File: src/ldo_pkg.sv
/*
 * Constants shared by the linear regulator channel control.
 * Assumes a 50 MHz pclk and an APB3 master with 32-bit data.
 */
package ldo_pkg;
	// ---------------------------------------------------------------
	// Sizes
	// ---------------------------------------------------------------
	localparam int NCH = 4;
	localparam int VC_W = 6;
	localparam int DLY_W = 3;
	localparam int MV_W = 12;
	localparam int CFG_W = 12;
	localparam int ADDR_W = 8;
	// ---------------------------------------------------------------
	// Register map and fields
	// ---------------------------------------------------------------
	localparam logic [ADDR_W-1:0] CH_BASE = 8'h00;
	localparam logic [ADDR_W-1:0] SYS_EN = 8'h10;
	localparam logic [ADDR_W-1:0] IRQ_STAT = 8'h14;
	localparam logic [ADDR_W-1:0] IRQ_MASK = 8'h18;
	localparam int F_VC = 0;
	localparam int F_ON = 6;
	localparam int F_DLY = 7;
	localparam int F_DIS = 10;
	localparam int F_BIAS = 11;
	localparam int F_PG = 12;
	localparam logic [VC_W-1:0] DEF_VCODE = 6'h00;
	// ---------------------------------------------------------------
	// Timing
	// ---------------------------------------------------------------
	localparam int CLK_KHZ = 50000;
	localparam int DELAY_UNIT_MS = 2;
	localparam int DELAY_UNIT_CYC = DELAY_UNIT_MS * CLK_KHZ;
	// ---------------------------------------------------------------
	// Voltage grid in millivolts
	// ---------------------------------------------------------------
	localparam logic [MV_W-1:0] V_MIN_MV = 12'h258;
	localparam logic [MV_W-1:0] V_MAX_MV = 12'hF3C;
	function automatic logic [MV_W-1:0] vcode_to_mv(input logic [VC_W-1:0] c);
		logic [MV_W-1:0] base;
		logic [MV_W-1:0] step;
		base = 12'h258;
		step = 12'h19;
		unique case (c[5:3])
			3'h0: base = 12'h258;
			3'h1: base = 12'h320;
			3'h2: base = 12'h3E8;
			3'h3: base = 12'h4B0;
			3'h4: base = 12'h640;
			3'h5: base = 12'h7D0;
			3'h6: base = 12'h960;
			3'h7: base = 12'hC80;
		endcase
		if (c[5:3] >= 3'h6) begin
			step = 12'h64;
		end else if (c[5:3] >= 3'h3) begin
			step = 12'h32;
		end
		return MV_W'(base + step * {9'h000, c[2:0]});
	endfunction : vcode_to_mv
endpackage : ldo_pkg

File: src/ldo_channel.sv
/*
 * One linear regulator channel: on/off edge detect, turn-on delay,
 * discharge and bias drive, voltage decode.
 * Assumes settings come from registers in the clock domain of pclk.
 */
`timescale 1ns/1ps
module ldo_channel #(
	parameter int UNIT_CYC = ldo_pkg::DELAY_UNIT_CYC,
	parameter int CNT_W = 24
) (
	input wire logic pclk,
	input wire logic presetn,
	input wire logic on_bit,
	input wire logic [ldo_pkg::DLY_W-1:0] delay_code,
	input wire logic dis_bit,
	input wire logic bias_bit,
	input wire logic [ldo_pkg::VC_W-1:0] vcode,
	output logic reg_en,
	output logic discharge_on,
	output logic low_bias,
	output logic [ldo_pkg::MV_W-1:0] vout_mv
);
	typedef struct packed {
		logic on_prev;
		logic busy;
		logic [CNT_W-1:0] cnt;
		logic en;
		logic dis;
		logic bias;
		logic [ldo_pkg::MV_W-1:0] mv;
	} chan_s;
	chan_s q;
	chan_s d;
	// ---------------------------------------------------------------
	// Next state
	// ---------------------------------------------------------------
	always_comb begin
		d = q;
		d.on_prev = on_bit;
		if (on_bit && !q.on_prev) begin
			if (delay_code == 3'h0) begin
				d.en = 1'b1;
			end else begin
				d.busy = 1'b1;
				d.cnt = CNT_W'(UNIT_CYC) << (delay_code - 3'h1);
			end
		end else if (!on_bit && q.on_prev) begin
			d.en = 1'b0;
			d.busy = 1'b0;
			d.cnt = '0;
		end else if (q.busy) begin
			if (q.cnt <= CNT_W'(1)) begin
				d.en = 1'b1;
				d.busy = 1'b0;
				d.cnt = '0;
			end else begin
				d.cnt = q.cnt - CNT_W'(1);
			end
		end
		d.dis = dis_bit && !d.en;
		d.bias = bias_bit;
		d.mv = ldo_pkg::vcode_to_mv(vcode);
	end
	always_ff @(posedge pclk or negedge presetn) begin
		if (!presetn) begin
			q <= '0;
		end else begin
			q <= d;
		end
	end
	assign reg_en = q.en;
	assign discharge_on = q.dis;
	assign low_bias = q.bias;
	assign vout_mv = q.mv;
endmodule : ldo_channel

File: src/ldo_channel_control.sv
/*
 * Control of four linear regulator channels behind an APB3 slave,
 * with a fault interrupt driven active low.
 * Assumes power-good inputs are synchronous to pclk, high when good.
 */
// Chosen here: the APB interface to the registers and the placing of the registers.
`timescale 1ns/1ps
module ldo_channel_control #(
	parameter int DELAY_UNIT_CYC = ldo_pkg::DELAY_UNIT_CYC,
	parameter logic [5:0] DEF_VCODE = ldo_pkg::DEF_VCODE
) (
	input wire logic pclk,
	input wire logic presetn,
	input wire logic psel,
	input wire logic penable,
	input wire logic pwrite,
	input wire logic [ldo_pkg::ADDR_W-1:0] paddr,
	input wire logic [31:0] pwdata,
	output logic [31:0] prdata,
	output logic pready,
	output logic pslverr,
	input wire logic [ldo_pkg::NCH-1:0] pg_ok,
	output logic [ldo_pkg::NCH-1:0] reg_en,
	output logic [ldo_pkg::NCH-1:0] discharge_on,
	output logic [ldo_pkg::NCH-1:0] low_bias,
	output logic [ldo_pkg::NCH*ldo_pkg::MV_W-1:0] vout_mv,
	output logic irq_out_n
);
	localparam int NCH = ldo_pkg::NCH;
	localparam int CFG_W = ldo_pkg::CFG_W;
	typedef struct packed {
		logic [NCH-1:0][CFG_W-1:0] cfg;
		logic sys_en;
		logic [NCH-1:0] stat;
		logic [NCH-1:0] mask;
		logic [NCH-1:0] pg_prev;
		logic [31:0] rdata;
		logic ready;
		logic err;
		logic irq_n;
	} ctrl_s;
	ctrl_s q;
	ctrl_s d;
	logic setup;
	logic access;
	logic ch_hit;
	logic [1:0] ch_idx;
	logic [NCH-1:0] fault;
	logic [NCH-1:0] ack;
	logic [NCH-1:0][ldo_pkg::VC_W-1:0] vapp;
	// ---------------------------------------------------------------
	// Address decode
	// ---------------------------------------------------------------
	assign setup = psel && !penable;
	assign access = psel && penable && q.ready;
	assign ch_hit = (paddr >= ldo_pkg::CH_BASE)
		&& (paddr < ldo_pkg::SYS_EN)
		&& (paddr[1:0] == 2'h0);
	assign ch_idx = paddr[3:2];
	// Falling edge only, so a channel that stays low is reported once
	assign fault = q.pg_prev & ~pg_ok;
	// ---------------------------------------------------------------
	// Next state
	// ---------------------------------------------------------------
	always_comb begin
		d = q;
		ack = '0;
		d.pg_prev = pg_ok;
		d.ready = setup;
		if (setup) begin
			d.rdata = 32'h0000_0000;
			d.err = 1'b0;
			if (ch_hit) begin
				d.rdata[CFG_W-1:0] = q.cfg[ch_idx];
				d.rdata[ldo_pkg::F_PG] = pg_ok[ch_idx];
			end else if (paddr == ldo_pkg::SYS_EN) begin
				d.rdata[0] = q.sys_en;
			end else if (paddr == ldo_pkg::IRQ_STAT) begin
				d.rdata[NCH-1:0] = q.stat;
			end else if (paddr == ldo_pkg::IRQ_MASK) begin
				d.rdata[NCH-1:0] = q.mask;
			end else begin
				d.err = 1'b1;
			end
		end
		if (access && !q.err) begin
			if (pwrite) begin
				if (ch_hit) begin
					d.cfg[ch_idx] = pwdata[CFG_W-1:0];
				end else if (paddr == ldo_pkg::SYS_EN) begin
					d.sys_en = pwdata[0];
				end else if (paddr == ldo_pkg::IRQ_STAT) begin
					ack = pwdata[NCH-1:0];
				end else if (paddr == ldo_pkg::IRQ_MASK) begin
					d.mask = pwdata[NCH-1:0];
				end
			end else if (ch_hit) begin
				// Reading the power-good flag acknowledges the fault
				ack[ch_idx] = 1'b1;
			end
		end
		// A fault in the clearing cycle survives the clear
		d.stat = (q.stat & ~ack) | fault;
		d.irq_n = ~|(d.stat & d.mask);
	end
	always_ff @(posedge pclk or negedge presetn) begin
		if (!presetn) begin
			q <= '0;
			q.pg_prev <= '1;
			q.irq_n <= 1'b1;
		end else begin
			q <= d;
		end
	end
	// ---------------------------------------------------------------
	// Channels
	// ---------------------------------------------------------------
	// Voltage codes only steer the analog side once the system is enabled
	always_comb begin
		for (int i = 0; i < NCH; i++) begin
			vapp[i] = q.sys_en ? q.cfg[i][ldo_pkg::F_VC +: ldo_pkg::VC_W] : DEF_VCODE;
		end
	end
	for (genvar i = 0; i < NCH; i++) begin : g_ch
		ldo_channel #(
			.UNIT_CYC(DELAY_UNIT_CYC)
		) u_ch (
			.pclk(pclk),
			.presetn(presetn),
			.on_bit(q.cfg[i][ldo_pkg::F_ON]),
			.delay_code(q.cfg[i][ldo_pkg::F_DLY +: ldo_pkg::DLY_W]),
			.dis_bit(q.cfg[i][ldo_pkg::F_DIS]),
			.bias_bit(q.cfg[i][ldo_pkg::F_BIAS]),
			.vcode(vapp[i]),
			.reg_en(reg_en[i]),
			.discharge_on(discharge_on[i]),
			.low_bias(low_bias[i]),
			.vout_mv(vout_mv[i*ldo_pkg::MV_W +: ldo_pkg::MV_W])
		);
	end
	// ---------------------------------------------------------------
	// Outputs
	// ---------------------------------------------------------------
	assign prdata = q.rdata;
	assign pready = q.ready;
	assign pslverr = q.err;
	assign irq_out_n = q.irq_n;

	for (genvar i = 0; i < NCH; i++) begin : g_chk

	end
endmodule : ldo_channel_control

File: config.mk
export PLATFORM = sky130hd
export DESIGN_NAME = ldo_channel_control
export DESIGN_NICKNAME = d
export VERILOG_FILES = /design/src/ldo_pkg.sv /design/src/ldo_channel.sv /design/src/ldo_channel_control.sv
export SDC_FILE = /design/constraint.sdc
export NUM_CORES = 1
export LEC_CHECK = 0
export BUFFER_PORTS_ARGS = -buffer_cell sky130_fd_sc_hd__buf_2
export CAP_MARGIN = 20
export CORE_MARGIN = 2
export CORE_UTILIZATION = 30
export CTS_CLUSTER_DIAMETER = 40
export DETAILED_ROUTE_END_ITERATION = 16
export PLACE_DENSITY = 0.45
export SYNTH_ARGS = -nofsm -noshare
export SYNTH_HDL_FRONTEND = slang
export SYNTH_SLANG_ARGS = --single-unit
File: constraint.sdc
create_clock -name pclk -period 4.8 [get_ports pclk]
set_input_delay 1.2 -clock pclk [delete_from_list [all_inputs] [get_ports pclk]]
set_output_delay 1.2 -clock pclk [all_outputs]
set_load 0.03 [all_outputs]
==> impl_metrics.json, run 1 <==
{
  "cts_setup_buffers": 0,
  "hold_end": "g_ch[1].u_ch.low_bias$_DFF_PN0_",
  "grt_start_max_net_pins": 97,
  "cts_num_sinks": 241,
  "ioPinCount": 144,
  "hold_viol": 0,
  "finalSetupViolCount": 0,
  "synthDominantAreaCellType": "dfrtp_1",
  "grt_setup_unrepaired": "false",
  "hp-start": "q[71]$_DFFE_PN0P_",
  "drtPass1Iterations": 5,
  "r2r_slack_ns": 0.39,
  "path_delay_family": "adder cells",
  "core-area_mm2": 0.05499,
  "cts_max_level": 2,
  "fp-row-count": 86,
  "ys_top_cells_by_area": "dfrtp_1, ha_1, fa_1",
  "gp_congestion": 0.8132,
  "wl_per_cell_um": 17.00,
  "antenna_found_initial": 7,
  "vdd_drop_max_uv": 239.4,
  "grtUsageTotal": 0.1533,
  "fill_cells": 5598,
  "area_growth_pct": 14.65,
  "ant_nets": 0,
  "critical-path-max-stage-delay_ns": 0.52,
  "drv_cap": 0,
  "hp-class": "reg -> reg",
  "cts_resized": 0,
  "worst_clock_skew_ns": 0.02195,
  "status": "finished, final reports clean",
  "max_slew.worst_pin.slew_ns": 1.031,
  "period_share": 0.9186,
  "synth_flop_cell": "dfrtp_1",
  "crit_required_ns": 5.23,
  "slew_headroom": 0.3126,
  "clk_path_buf_depth": 3,
  "drt-total-wl_mm": 43.46,
  "cp_slowest_cell": "or4_1",
  "pwr_density_cell_mw_per_mm2": 302.4,
  "cts_tree": "yes",
  "cp-end-kind": "flop",
  "tns_ns": 0,
  "synth_cell_types": 84,
  "numPortBuffers": 104,
  "fin_nets": 1969,
  "cts-root-buf": "clkbuf_16",
  "post-route-util": 0.3468,
  "numCtsBuffers": 50,
  "path_max_fanout": 8,
  "vias": 12776,
  "timing.final.crit_period_ns": 4.409,
  "drt_iter0_drc": 689,
  "postCtsHoldBufs": 0,
  "synth_top_cell_area_share": 0.3550,
  "syn_inst": 1743,
  "crit_top_cell": "fa_1",
  "viasPerCell": 4.996,
  "final_cells": 2557,
  "crit_buf_inv": 3,
  "grt_pass1_vias": 12627,
  "dpl.cell_count": 2462,
  "clock_insertion_delay_worst_skew_ns": 0.58,
  "start_kind": "flop",
  "clkTransAtPathRegs_ns": 0.05,
  "synth_edf_count": 0,
  "start_util": 0.3025,
  "die_area_mm2": 0.05734,
  "synth.avg_cell_area_um2": 9.543,
  "synth_async_sr_flop_share": 1.000,
  "worstSetupPathType": "reg -> reg",
  "reg2reg_to": "g_ch[0].u_ch.vout_mv[11]$_DFF_PN0_",
  "fmax_mhz": 226.8,
  "slew_violations": 0,
  "die_h_um": 239.5,
  "ys_warn_count": 0,
  "cp_cell_sequence": "and2_1, ha_1, nor2_1, buf_4, and3_1, inv_1, fa_1, fa_1, inv_1, ha_1, fa_1, a21o_1, a21oi_1, o21ai_1, mux2i_1, or4_1",
  "leakage_nw": 8.951,
  "drive_gt1_frac": 0.1793,
  "regToRegStartpoint": "q[51]$_DFFE_PN0P_",
  "reg2reg_depth": 16,
  "fp.dieW_um": 239.5,
  "min_delay_path_depth": 0,
  "drc": 0,
  "dp_hpwl_mm": 31.11,
  "worstPathArrival_ns": 4.84,
  "grt-ovfl-total": 0,
  "ys_seq_elements": 241,
  "grt_pass1_wl_mm": 69.88,
  "ys_seq_area_frac": 0.3629,
  "synth_area_mm2": 0.01663
}
==> worst reg2reg max path, cell delays in order, from the launching register on <==
cell and delay (ns):
dfrtp_1 0.45, and2_1 0.22, ha_1 0.20, nor2_1 0.13
buf_4 0.16, and3_1 0.20, inv_1 0.07, fa_1 0.42
fa_1 0.51, inv_1 0.04, ha_1 0.20, fa_1 0.45
a21o_1 0.19, a21oi_1 0.23, o21ai_1 0.15, mux2i_1 0.13
or4_1 0.52
==> worst max path at each step <==
stage / start / endpoint / cells after the start
2_1_floorplan: q[47]$_DFFE_PN0P_ / g_ch[0].u_ch.vout_mv[11]$_DFF_PN0_ / 18
3_3_place_gp: q[51]$_DFFE_PN0P_ / g_ch[0].u_ch.vout_mv[11]$_DFF_PN0_ / 16
3_5_place_dp: q[51]$_DFFE_PN0P_ / g_ch[0].u_ch.vout_mv[11]$_DFF_PN0_ / 16
4_1_cts: q[51]$_DFFE_PN0P_ / g_ch[0].u_ch.vout_mv[11]$_DFF_PN0_ / 16
5_1_grt: q[47]$_DFFE_PN0P_ / g_ch[3].u_ch.vout_mv[11]$_DFF_PN0_ / 17
6_report: q[51]$_DFFE_PN0P_ / g_ch[0].u_ch.vout_mv[11]$_DFF_PN0_ / 16
==> logic make-up (layout without fill, tap and decap cells) <==
kind of cell,Yosys count,after routing,share of synthesized area
buf+inv,299,345,0.09072
other cells,1,21,0.0002254
flops,241,241,0.3629
simple gates,554,554,0.1746
fa+ha+maj,153,153,0.1368
compound gates,374,374,0.1504
mux,86,86,0.06597
xor+xnor,35,35,0.01843
==> synthesized netlist by cell type, types with 26 or more instances <==
| cell type | count |
|---|---|
| inv_1 | 127 |
| nor2_1 | 110 |
| xnor2_1 | 26 |
| mux2_2 | 59 |
| clkbuf_1 | 62 |
| nand3_1 | 38 |
| dfrtp_1 | 236 |
| o21ai_0 | 99 |
| buf_4 | 98 |
| fa_1 | 48 |
| ha_1 | 105 |
| a21oi_1 | 70 |
| nor3_1 | 47 |
| nand2_1 | 140 |
==> metal layers <==
| layer | part of all wire | up-vias | track usage |
|---|---|---|---|
| li1 | - | 6169 | - |
| met1 | 0.49 | 6258 | 0.2201 |
| met2 | 0.43 | 268 | 0.2269 |
| met3 | 0.053 | 73 | 0.03538 |
| met4 | 0.023 | 8 | 0.04848 |
| met5 | 0.0012 | - | 0 |
==> area by class of cell <==
cell class                      instances  area, um2  area share
Antenna cell                            2      5.005   0.0002624
Inverter                              127      476.7     0.02500
Clock buffer                           58       1343     0.07040
Multi-Input combinational cell       1221       9179      0.4813
Sequential cell                       241       6037      0.3166
Tap cell                              748      935.9     0.04907
Timing Repair Buffer                  126      711.9     0.03733
Clock inverter                         34      382.9     0.02008
==> per-stage QoR <==
| step | setup slack, ns | total power (W) | cell area, um2 | hold slack (ns) |
|---|---|---|---|---|
| floorplan | 0.01435 | 0.002159 | 16700 | 0.3653 |
| global placement | 0.3522 | 0.002234 | 17330 | 0.3833 |
| CTS | 0.3338 | 0.005870 | 19050 | 0.3974 |
| global route | 0.02318 | 0.005974 | 19070 | 0.4024 |
| detailed placement | 0.3477 | 0.002234 | 17330 | 0.3849 |
| finish | 0.3908 | 0.005766 | 19070 | 0.3949 |
==> where the power goes <==
group | switching (W) | internal (W)
clock network | 0.00123 | 0.00234
registers | 0.00000398 | 0.00204
logic | 0.000116 | 0.0000341
total | 0.00135 | 0.00441
==> cell usage in the layout, fill, tap and decap left out, drive strengths merged, types with 58 or more instances in the layout <==
| cell type | netlist | routed |
|---|---|---|
| a21oi | 70 | 70 |
| buf | 110 | 126 |
| clkbuf | 62 | 58 |
| dfrtp | 236 | 236 |
| ha | 105 | 105 |
| inv | 127 | 136 |
| mux2 | 59 | 59 |
| nand2 | 140 | 140 |
| nor2 | 110 | 110 |
| o21ai | 102 | 102 |
==> state kept, by name, indices dropped and copies added (netlist names) <==
name,cells
g_ch.u_ch.q,104
prdata,13
g_ch.u_ch.vout_mv,48
g_ch.u_ch.low_bias,4
pslverr,1
irq_out_n,1
g_ch.u_ch.discharge_on,4
pready,1
g_ch.u_ch.reg_en,4
q,61
Power figures use the tool's default switching activity.
==> run 2: changes to the inputs <==
PLACE_DENSITY = 0.47   (was 0.45)
==> impl_metrics.json, run 2 (synthesized netlist as in run 1, its figures left out) <==
{
  "vdd_drop_max_uv": 219.4,
  "drt_iter0_drc": 713,
  "fp-row-count": 86,
  "fill_cells": 5543,
  "cts_num_sinks": 241,
  "clkTransAtPathRegs_ns": 0.05,
  "start_kind": "flop",
  "numCtsBuffers": 53,
  "period_share": 0.9368,
  "drive_gt1_frac": 0.1830,
  "worstSetupPathType": "reg -> reg",
  "crit_required_ns": 5.24,
  "die_h_um": 239.5,
  "drv_cap": 0,
  "max_slew.worst_pin.slew_ns": 0.9908,
  "hp-class": "reg -> reg",
  "fp.dieW_um": 239.5,
  "grt_start_max_net_pins": 95,
  "clock_insertion_delay_worst_skew_ns": 0.58,
  "slew_violations": 0,
  "path_delay_family": "adder cells",
  "start_util": 0.3025,
  "antenna_found_initial": 5,
  "cp-end-kind": "flop",
  "met2_usage": 0.2302,
  "cts_tree": "yes",
  "drc": 0,
  "power.total_w": 0.005794,
  "worst_hold_slack_ns": 0.4626,
  "gp_congestion": 0.8269,
  "crit_top_cell": "fa_1",
  "cts-root-buf": "clkbuf_16",
  "grt_pass1_wl_mm": 69.50,
  "largest_register_ff_count": 104,
  "critical-path-max-stage-delay_ns": 0.53,
  "wl_per_cell_um": 16.84,
  "cp_cell_sequence": "and2_1, ha_1, nor2_1, buf_4, and3_1, inv_1, fa_1, fa_1, inv_1, ha_1, fa_1, a21o_1, a21oi_1, o21ai_0, mux2i_1, or4_1",
  "core-area_mm2": 0.05499,
  "globalRouteMet3Util": 0.03849,
  "grt-ovfl-total": 0,
  "worstPathArrival_ns": 4.94,
  "largest-register": "g_ch.u_ch.q",
  "fmax_mhz": 222.4,
  "die_area_mm2": 0.05734,
  "post-route-util": 0.3481,
  "drtPass1Iterations": 5,
  "ant_nets": 0,
  "timing.final.crit_period_ns": 4.497,
  "tns_ns": 0,
  "fin_nets": 1973,
  "grt_pass1_vias": 12533,
  "worst_clock_skew_ns": 0.02158,
  "slew_headroom": 0.3395,
  "viasPerCell": 4.991,
  "hold_viol": 0,
  "cp_slowest_cell": "or4_1",
  "cts_resized": 0,
  "use_met1": 0.2123,
  "path_max_fanout": 8,
  "cts_setup_buffers": 0,
  "numPortBuffers": 104,
  "vias": 12793,
  "place_ws_ns": 0.2969,
  "grtUsageTotal": 0.1517,
  "grt_setup_unrepaired": "false",
  "leakage_nw": 8.959,
  "busiest_layer": "met2",
  "drt-total-wl_mm": 43.16,
  "status": "finished, final reports clean",
  "postCtsHoldBufs": 0,
  "finalSetupViolCount": 0,
  "crit_buf_inv": 3,
  "area_growth_pct": 15.07,
  "cts_max_level": 2,
  "clk_path_buf_depth": 3,
  "layout_common_cells": "dfrtp_1, nand2_1, inv_1, nor2_1, ha_1",
  "dp_hpwl_mm": 30.90,
  "pwr_density_cell_mw_per_mm2": 302.7,
  "ioPinCount": 144,
  "fin_ws_ns": 0.3032,
  "final_common_cell": "dfrtp_1"
}
==> run 2: final timing paths <==
check	end	slack [ns]	cells past startpoint	start
worst max-delay path	g_ch[0].u_ch.vout_mv[11]$_DFF_PN0_	0.30	16	q[51]$_DFFE_PN0P_
worst min-delay path	g_ch[0].u_ch.q[40]$_DFF_PN0_	0.46	0	q[54]$_DFFE_PN0P_
worst max register to register	g_ch[0].u_ch.vout_mv[11]$_DFF_PN0_	0.30	16	q[51]$_DFFE_PN0P_
worst min register to register	g_ch[0].u_ch.q[40]$_DFF_PN0_	0.46	0	q[54]$_DFFE_PN0P_
max in group asynchronous	q[69]$_DFFE_PN0P_	3.08	2	presetn
min in group asynchronous	g_ch[3].u_ch.vout_mv[8]$_DFF_PN0_	0.67	1	presetn
==> run 2: per-layer routing <==
layer	vias to the layer above	wire (um)
li1	6194	-
met1	6267	20620
met2	251	19150
met3	71	2451
met4	10	880
met5	-	57
==> run 2: area by class of cell <==
type | instances | area (um2) | share of cell area
clock buffers | 59 | 1389 | 0.07256
diodes | 1 | 2.502 | 0.0001307
repair buffers | 127 | 728.2 | 0.03805
flip-flops and latches | 241 | 6037 | 0.3154
clock inverters | 39 | 391.6 | 0.02046
well taps | 748 | 935.9 | 0.04890
multi-input cells | 1221 | 9179 | 0.4796
inverters | 127 | 476.7 | 0.02491
==> run 2: through the flow <==
step	cells	cell area, um2
after floorplan	1761	16700
after global placement	2463	17350
after detailed placement	2463	17350
after CTS	2561	19130
after global routing	2562	19140
final	2563	19140
==> run 2: power by group <==
group / switching (W) / internal (W)
clock: 0.00128 / 0.00232
combinational: 0.000115 / 0.0000341
sequential: 0.00000359 / 0.00204
total: 0.00140 / 0.00439
==> run 2: worst reg2reg max path, cell delays in order (launching register included) <==
cell and delay, ns:
dfrtp_1 0.45, and2_1 0.23, ha_1 0.20, nor2_1 0.14
buf_4 0.16, and3_1 0.20, inv_1 0.07, fa_1 0.43
fa_1 0.51, inv_1 0.04, ha_1 0.20, fa_1 0.46
a21o_1 0.19, a21oi_1 0.22, o21ai_0 0.19, mux2i_1 0.15
or4_1 0.53
==> run 3: changes to the inputs <==
ABC_AREA = 1   (was default)
==> impl_metrics.json, run 3 <==
{
  "fp-row-count": 87,
  "regToRegStartpoint": "q[47]$_DFFE_PN0P_",
  "max_slew.worst_pin.slew_ns": 0.8114,
  "wl_per_cell_um": 15.04,
  "die_h_um": 241.5,
  "grt_setup_unrepaired": "false",
  "hold_viol": 0,
  "synth_xor_area_frac": 0.04244,
  "drc": 0,
  "cts_num_sinks": 241,
  "ys_seq_area_frac": 0.3567,
  "clkTransAtPathRegs_ns": 0.05,
  "cts_tree": "yes",
  "numPortBuffers": 104,
  "pwr_density_cell_mw_per_mm2": 462.6,
  "core-area_mm2": 0.05606,
  "synthMuxAreaShare": 0,
  "synth_edf_count": 0,
  "period_share": 0.8885,
  "cp_slowest_cell": "dfrtp_1",
  "layout_common_cells": "nand2_1, nor2_1, inv_1, dfrtp_1",
  "die_area_mm2": 0.05833,
  "synth_top_cell_area_share": 0.3490,
  "synth_cell_types": 49,
  "antenna_found_initial": 0,
  "critical-path-max-stage-delay_ns": 0.52,
  "dp_hpwl_mm": 35.09,
  "clk_path_buf_depth": 3,
  "fin_nets": 2480,
  "cts_max_level": 2,
  "r2r_slack_ns": 0.54,
  "grt-ovfl-total": 0,
  "worstPathArrival_ns": 4.78,
  "antenna_cells": 0,
  "synthAdderAreaFrac": 0.1344,
  "synthDominantAreaCellType": "dfrtp_1",
  "hold_end": "g_ch[0].u_ch.low_bias$_DFF_PN0_",
  "grt_pass1_vias": 13946,
  "synth_async_sr_flop_share": 1.000,
  "ys_warn_count": 0,
  "ys_seq_elements": 241,
  "final_common_cell": "nand2_1",
  "grt_pass1_wl_mm": 75.30,
  "synth_most_common_cell": "nand2_1",
  "min_delay_path_depth": 0,
  "ys_top_cells_by_area": "dfrtp_1, nand2_1, nor2_1",
  "vdd_drop_max_uv": 292.0,
  "cts-root-buf": "clkbuf_16",
  "synth_flop_cell": "dfrtp_1",
  "viasPerCell": 4.646,
  "clock_insertion_delay_worst_skew_ns": 0.60,
  "postCtsHoldBufs": 0,
  "worst_clock_skew_ns": 0.03040,
  "cp_cell_sequence": "nand2_1, inv_1, ha_1, nor2_1, inv_1, nor2_1, inv_1, fa_1, fa_1, inv_1, ha_1, inv_1, fa_1, o21ai_0, a21oi_1, o21ai_0, xor2_1",
  "cts_resized": 0,
  "hp-class": "reg -> reg",
  "reg2reg_depth": 17,
  "tns_ns": 0,
  "synth.avg_cell_area_um2": 7.630,
  "synth_compound_area_frac": 0.1034,
  "synth_top_family_by_area": "simple AND/OR/NAND/NOR gates",
  "slew_violations": 0,
  "place_ws_ns": 0.5411,
  "largest_register_ff_count": 104,
  "worstSetupPathType": "reg -> reg",
  "finalSetupViolCount": 0,
  "fmax_mhz": 234.5,
  "drtPass1Iterations": 8,
  "grtUsageTotal": 0.1587,
  "path_max_fanout": 9,
  "numCtsBuffers": 55,
  "syn_inst": 2218,
  "reg2reg_to": "g_ch[3].u_ch.vout_mv[9]$_DFF_PN0_",
  "drt_iter0_drc": 965,
  "power.total_w": 0.009089,
  "yosys.area_share.simple": 0.2486,
  "drt-total-wl_mm": 46.34,
  "drive_gt1_frac": 0.1093,
  "ys_top_cells_by_count": "nand2_1, nor2_1, inv_1",
  "gp_congestion": 0.8662,
  "crit_top_cell": "inv_1",
  "area_growth_pct": 16.10,
  "fp.dieW_um": 241.5,
  "start_kind": "flop",
  "grt_start_max_net_pins": 97,
  "start_util": 0.3019,
  "timing.final.crit_period_ns": 4.265,
  "synth_area_mm2": 0.01692,
  "cts_setup_buffers": 0,
  "fin_ws_ns": 0.5350,
  "status": "finished, final reports clean",
  "drv_cap": 0,
  "vias": 14309,
  "crit_required_ns": 5.32,
  "cp-end-kind": "flop",
  "largest-register": "g_ch.u_ch.q",
  "hp-start": "q[59]$_DFFE_PN0P_",
  "ant_nets": 0,
  "ioPinCount": 144,
  "leakage_nw": 10.12,
  "slew_headroom": 0.4549
}
[run 3: cell types whose count changed after synthesis, sizes merged, moves of 29 or more]
cell	delta
a21oi	+41
clkbuf	-44
inv	+147
mux2	-59
nand2	+316
nand3	+76
nor2	+289
nor3	-37
nor4	-29
xor2	+62
[run 3: stage by stage]
step                std cells  area (um2)  hold WS, ns    util
floorplan                2236       16990       0.3744       -
global placement         2977       17700       0.3905  0.3157
detailed placement       2977       17700       0.4085  0.3157
CTS                      3080       19650       0.4288  0.3505
global route             3080       19650       0.4564  0.3505
finish                   3080       19650       0.4207  0.3505
[run 3: metal layers]
metal / wire length, um / global-route usage
met5: 0 / 0
met4: 1144 / 0.05261
met3: 2794 / 0.02708
met2: 20020 / 0.2399
met1: 22380 / 0.2288
[run 3: worst max-delay path by stage]
| stage | start | end | slack (ns) |
|---|---|---|---|
| floorplan | q[47]$_DFFE_PN0P_ | g_ch[0].u_ch.vout_mv[11]$_DFF_PN0_ | 0.89 |
| global placement | q[47]$_DFFE_PN0P_ | g_ch[3].u_ch.vout_mv[9]$_DFF_PN0_ | 0.56 |
| detailed placement | q[47]$_DFFE_PN0P_ | g_ch[0].u_ch.vout_mv[11]$_DFF_PN0_ | 0.54 |
| CTS | q[47]$_DFFE_PN0P_ | g_ch[0].u_ch.vout_mv[11]$_DFF_PN0_ | 0.52 |
| global route | q[47]$_DFFE_PN0P_ | g_ch[0].u_ch.vout_mv[11]$_DFF_PN0_ | 0.19 |
| finish | q[47]$_DFFE_PN0P_ | g_ch[3].u_ch.vout_mv[9]$_DFF_PN0_ | 0.54 |
[run 3: cells by family (layout without fill, tap and decap cells)]
group                    Yosys count  count (layout)
other                              1              19
adder cells (fa/ha/maj)          153             153
XOR/XNOR                          82              82
flip-flops                       241             241
buffers and inverters            413             501
AO/OA/AOI/OAI                    306             306
AND/OR/NAND/NOR                 1022            1022
[run 3: area by class of cell]
cell class                      instances  area, um2
Sequential cell                       241       6037
Multi-Input combinational cell       1582       9024
Clock inverter                         39      508.0
Clock buffer                           64       1440
Timing Repair Buffer                  120      650.6
Inverter                              278       1044
Tap cell                              756      945.9
Fill cell                            5916      36410
[run 3: where the power goes]
group          leakage, nW  total (W)  internal, W  switching [W]
Combinational         5.99    0.00267     0.000911        0.00176
Sequential            3.21    0.00247      0.00224       0.000228
Clock                0.932    0.00395      0.00265        0.00130
Total                 10.1    0.00909      0.00580        0.00329
[run 3: critical path, delay by kind of cell (launching register included)]
family | cells | cell delay, ns
xor+xnor | 1 | 0.16
flops | 1 | 0.52
fa+ha+maj | 5 | 1.68
simple gates | 3 | 0.63
buf+inv | 5 | 0.45
compound gates | 3 | 0.74
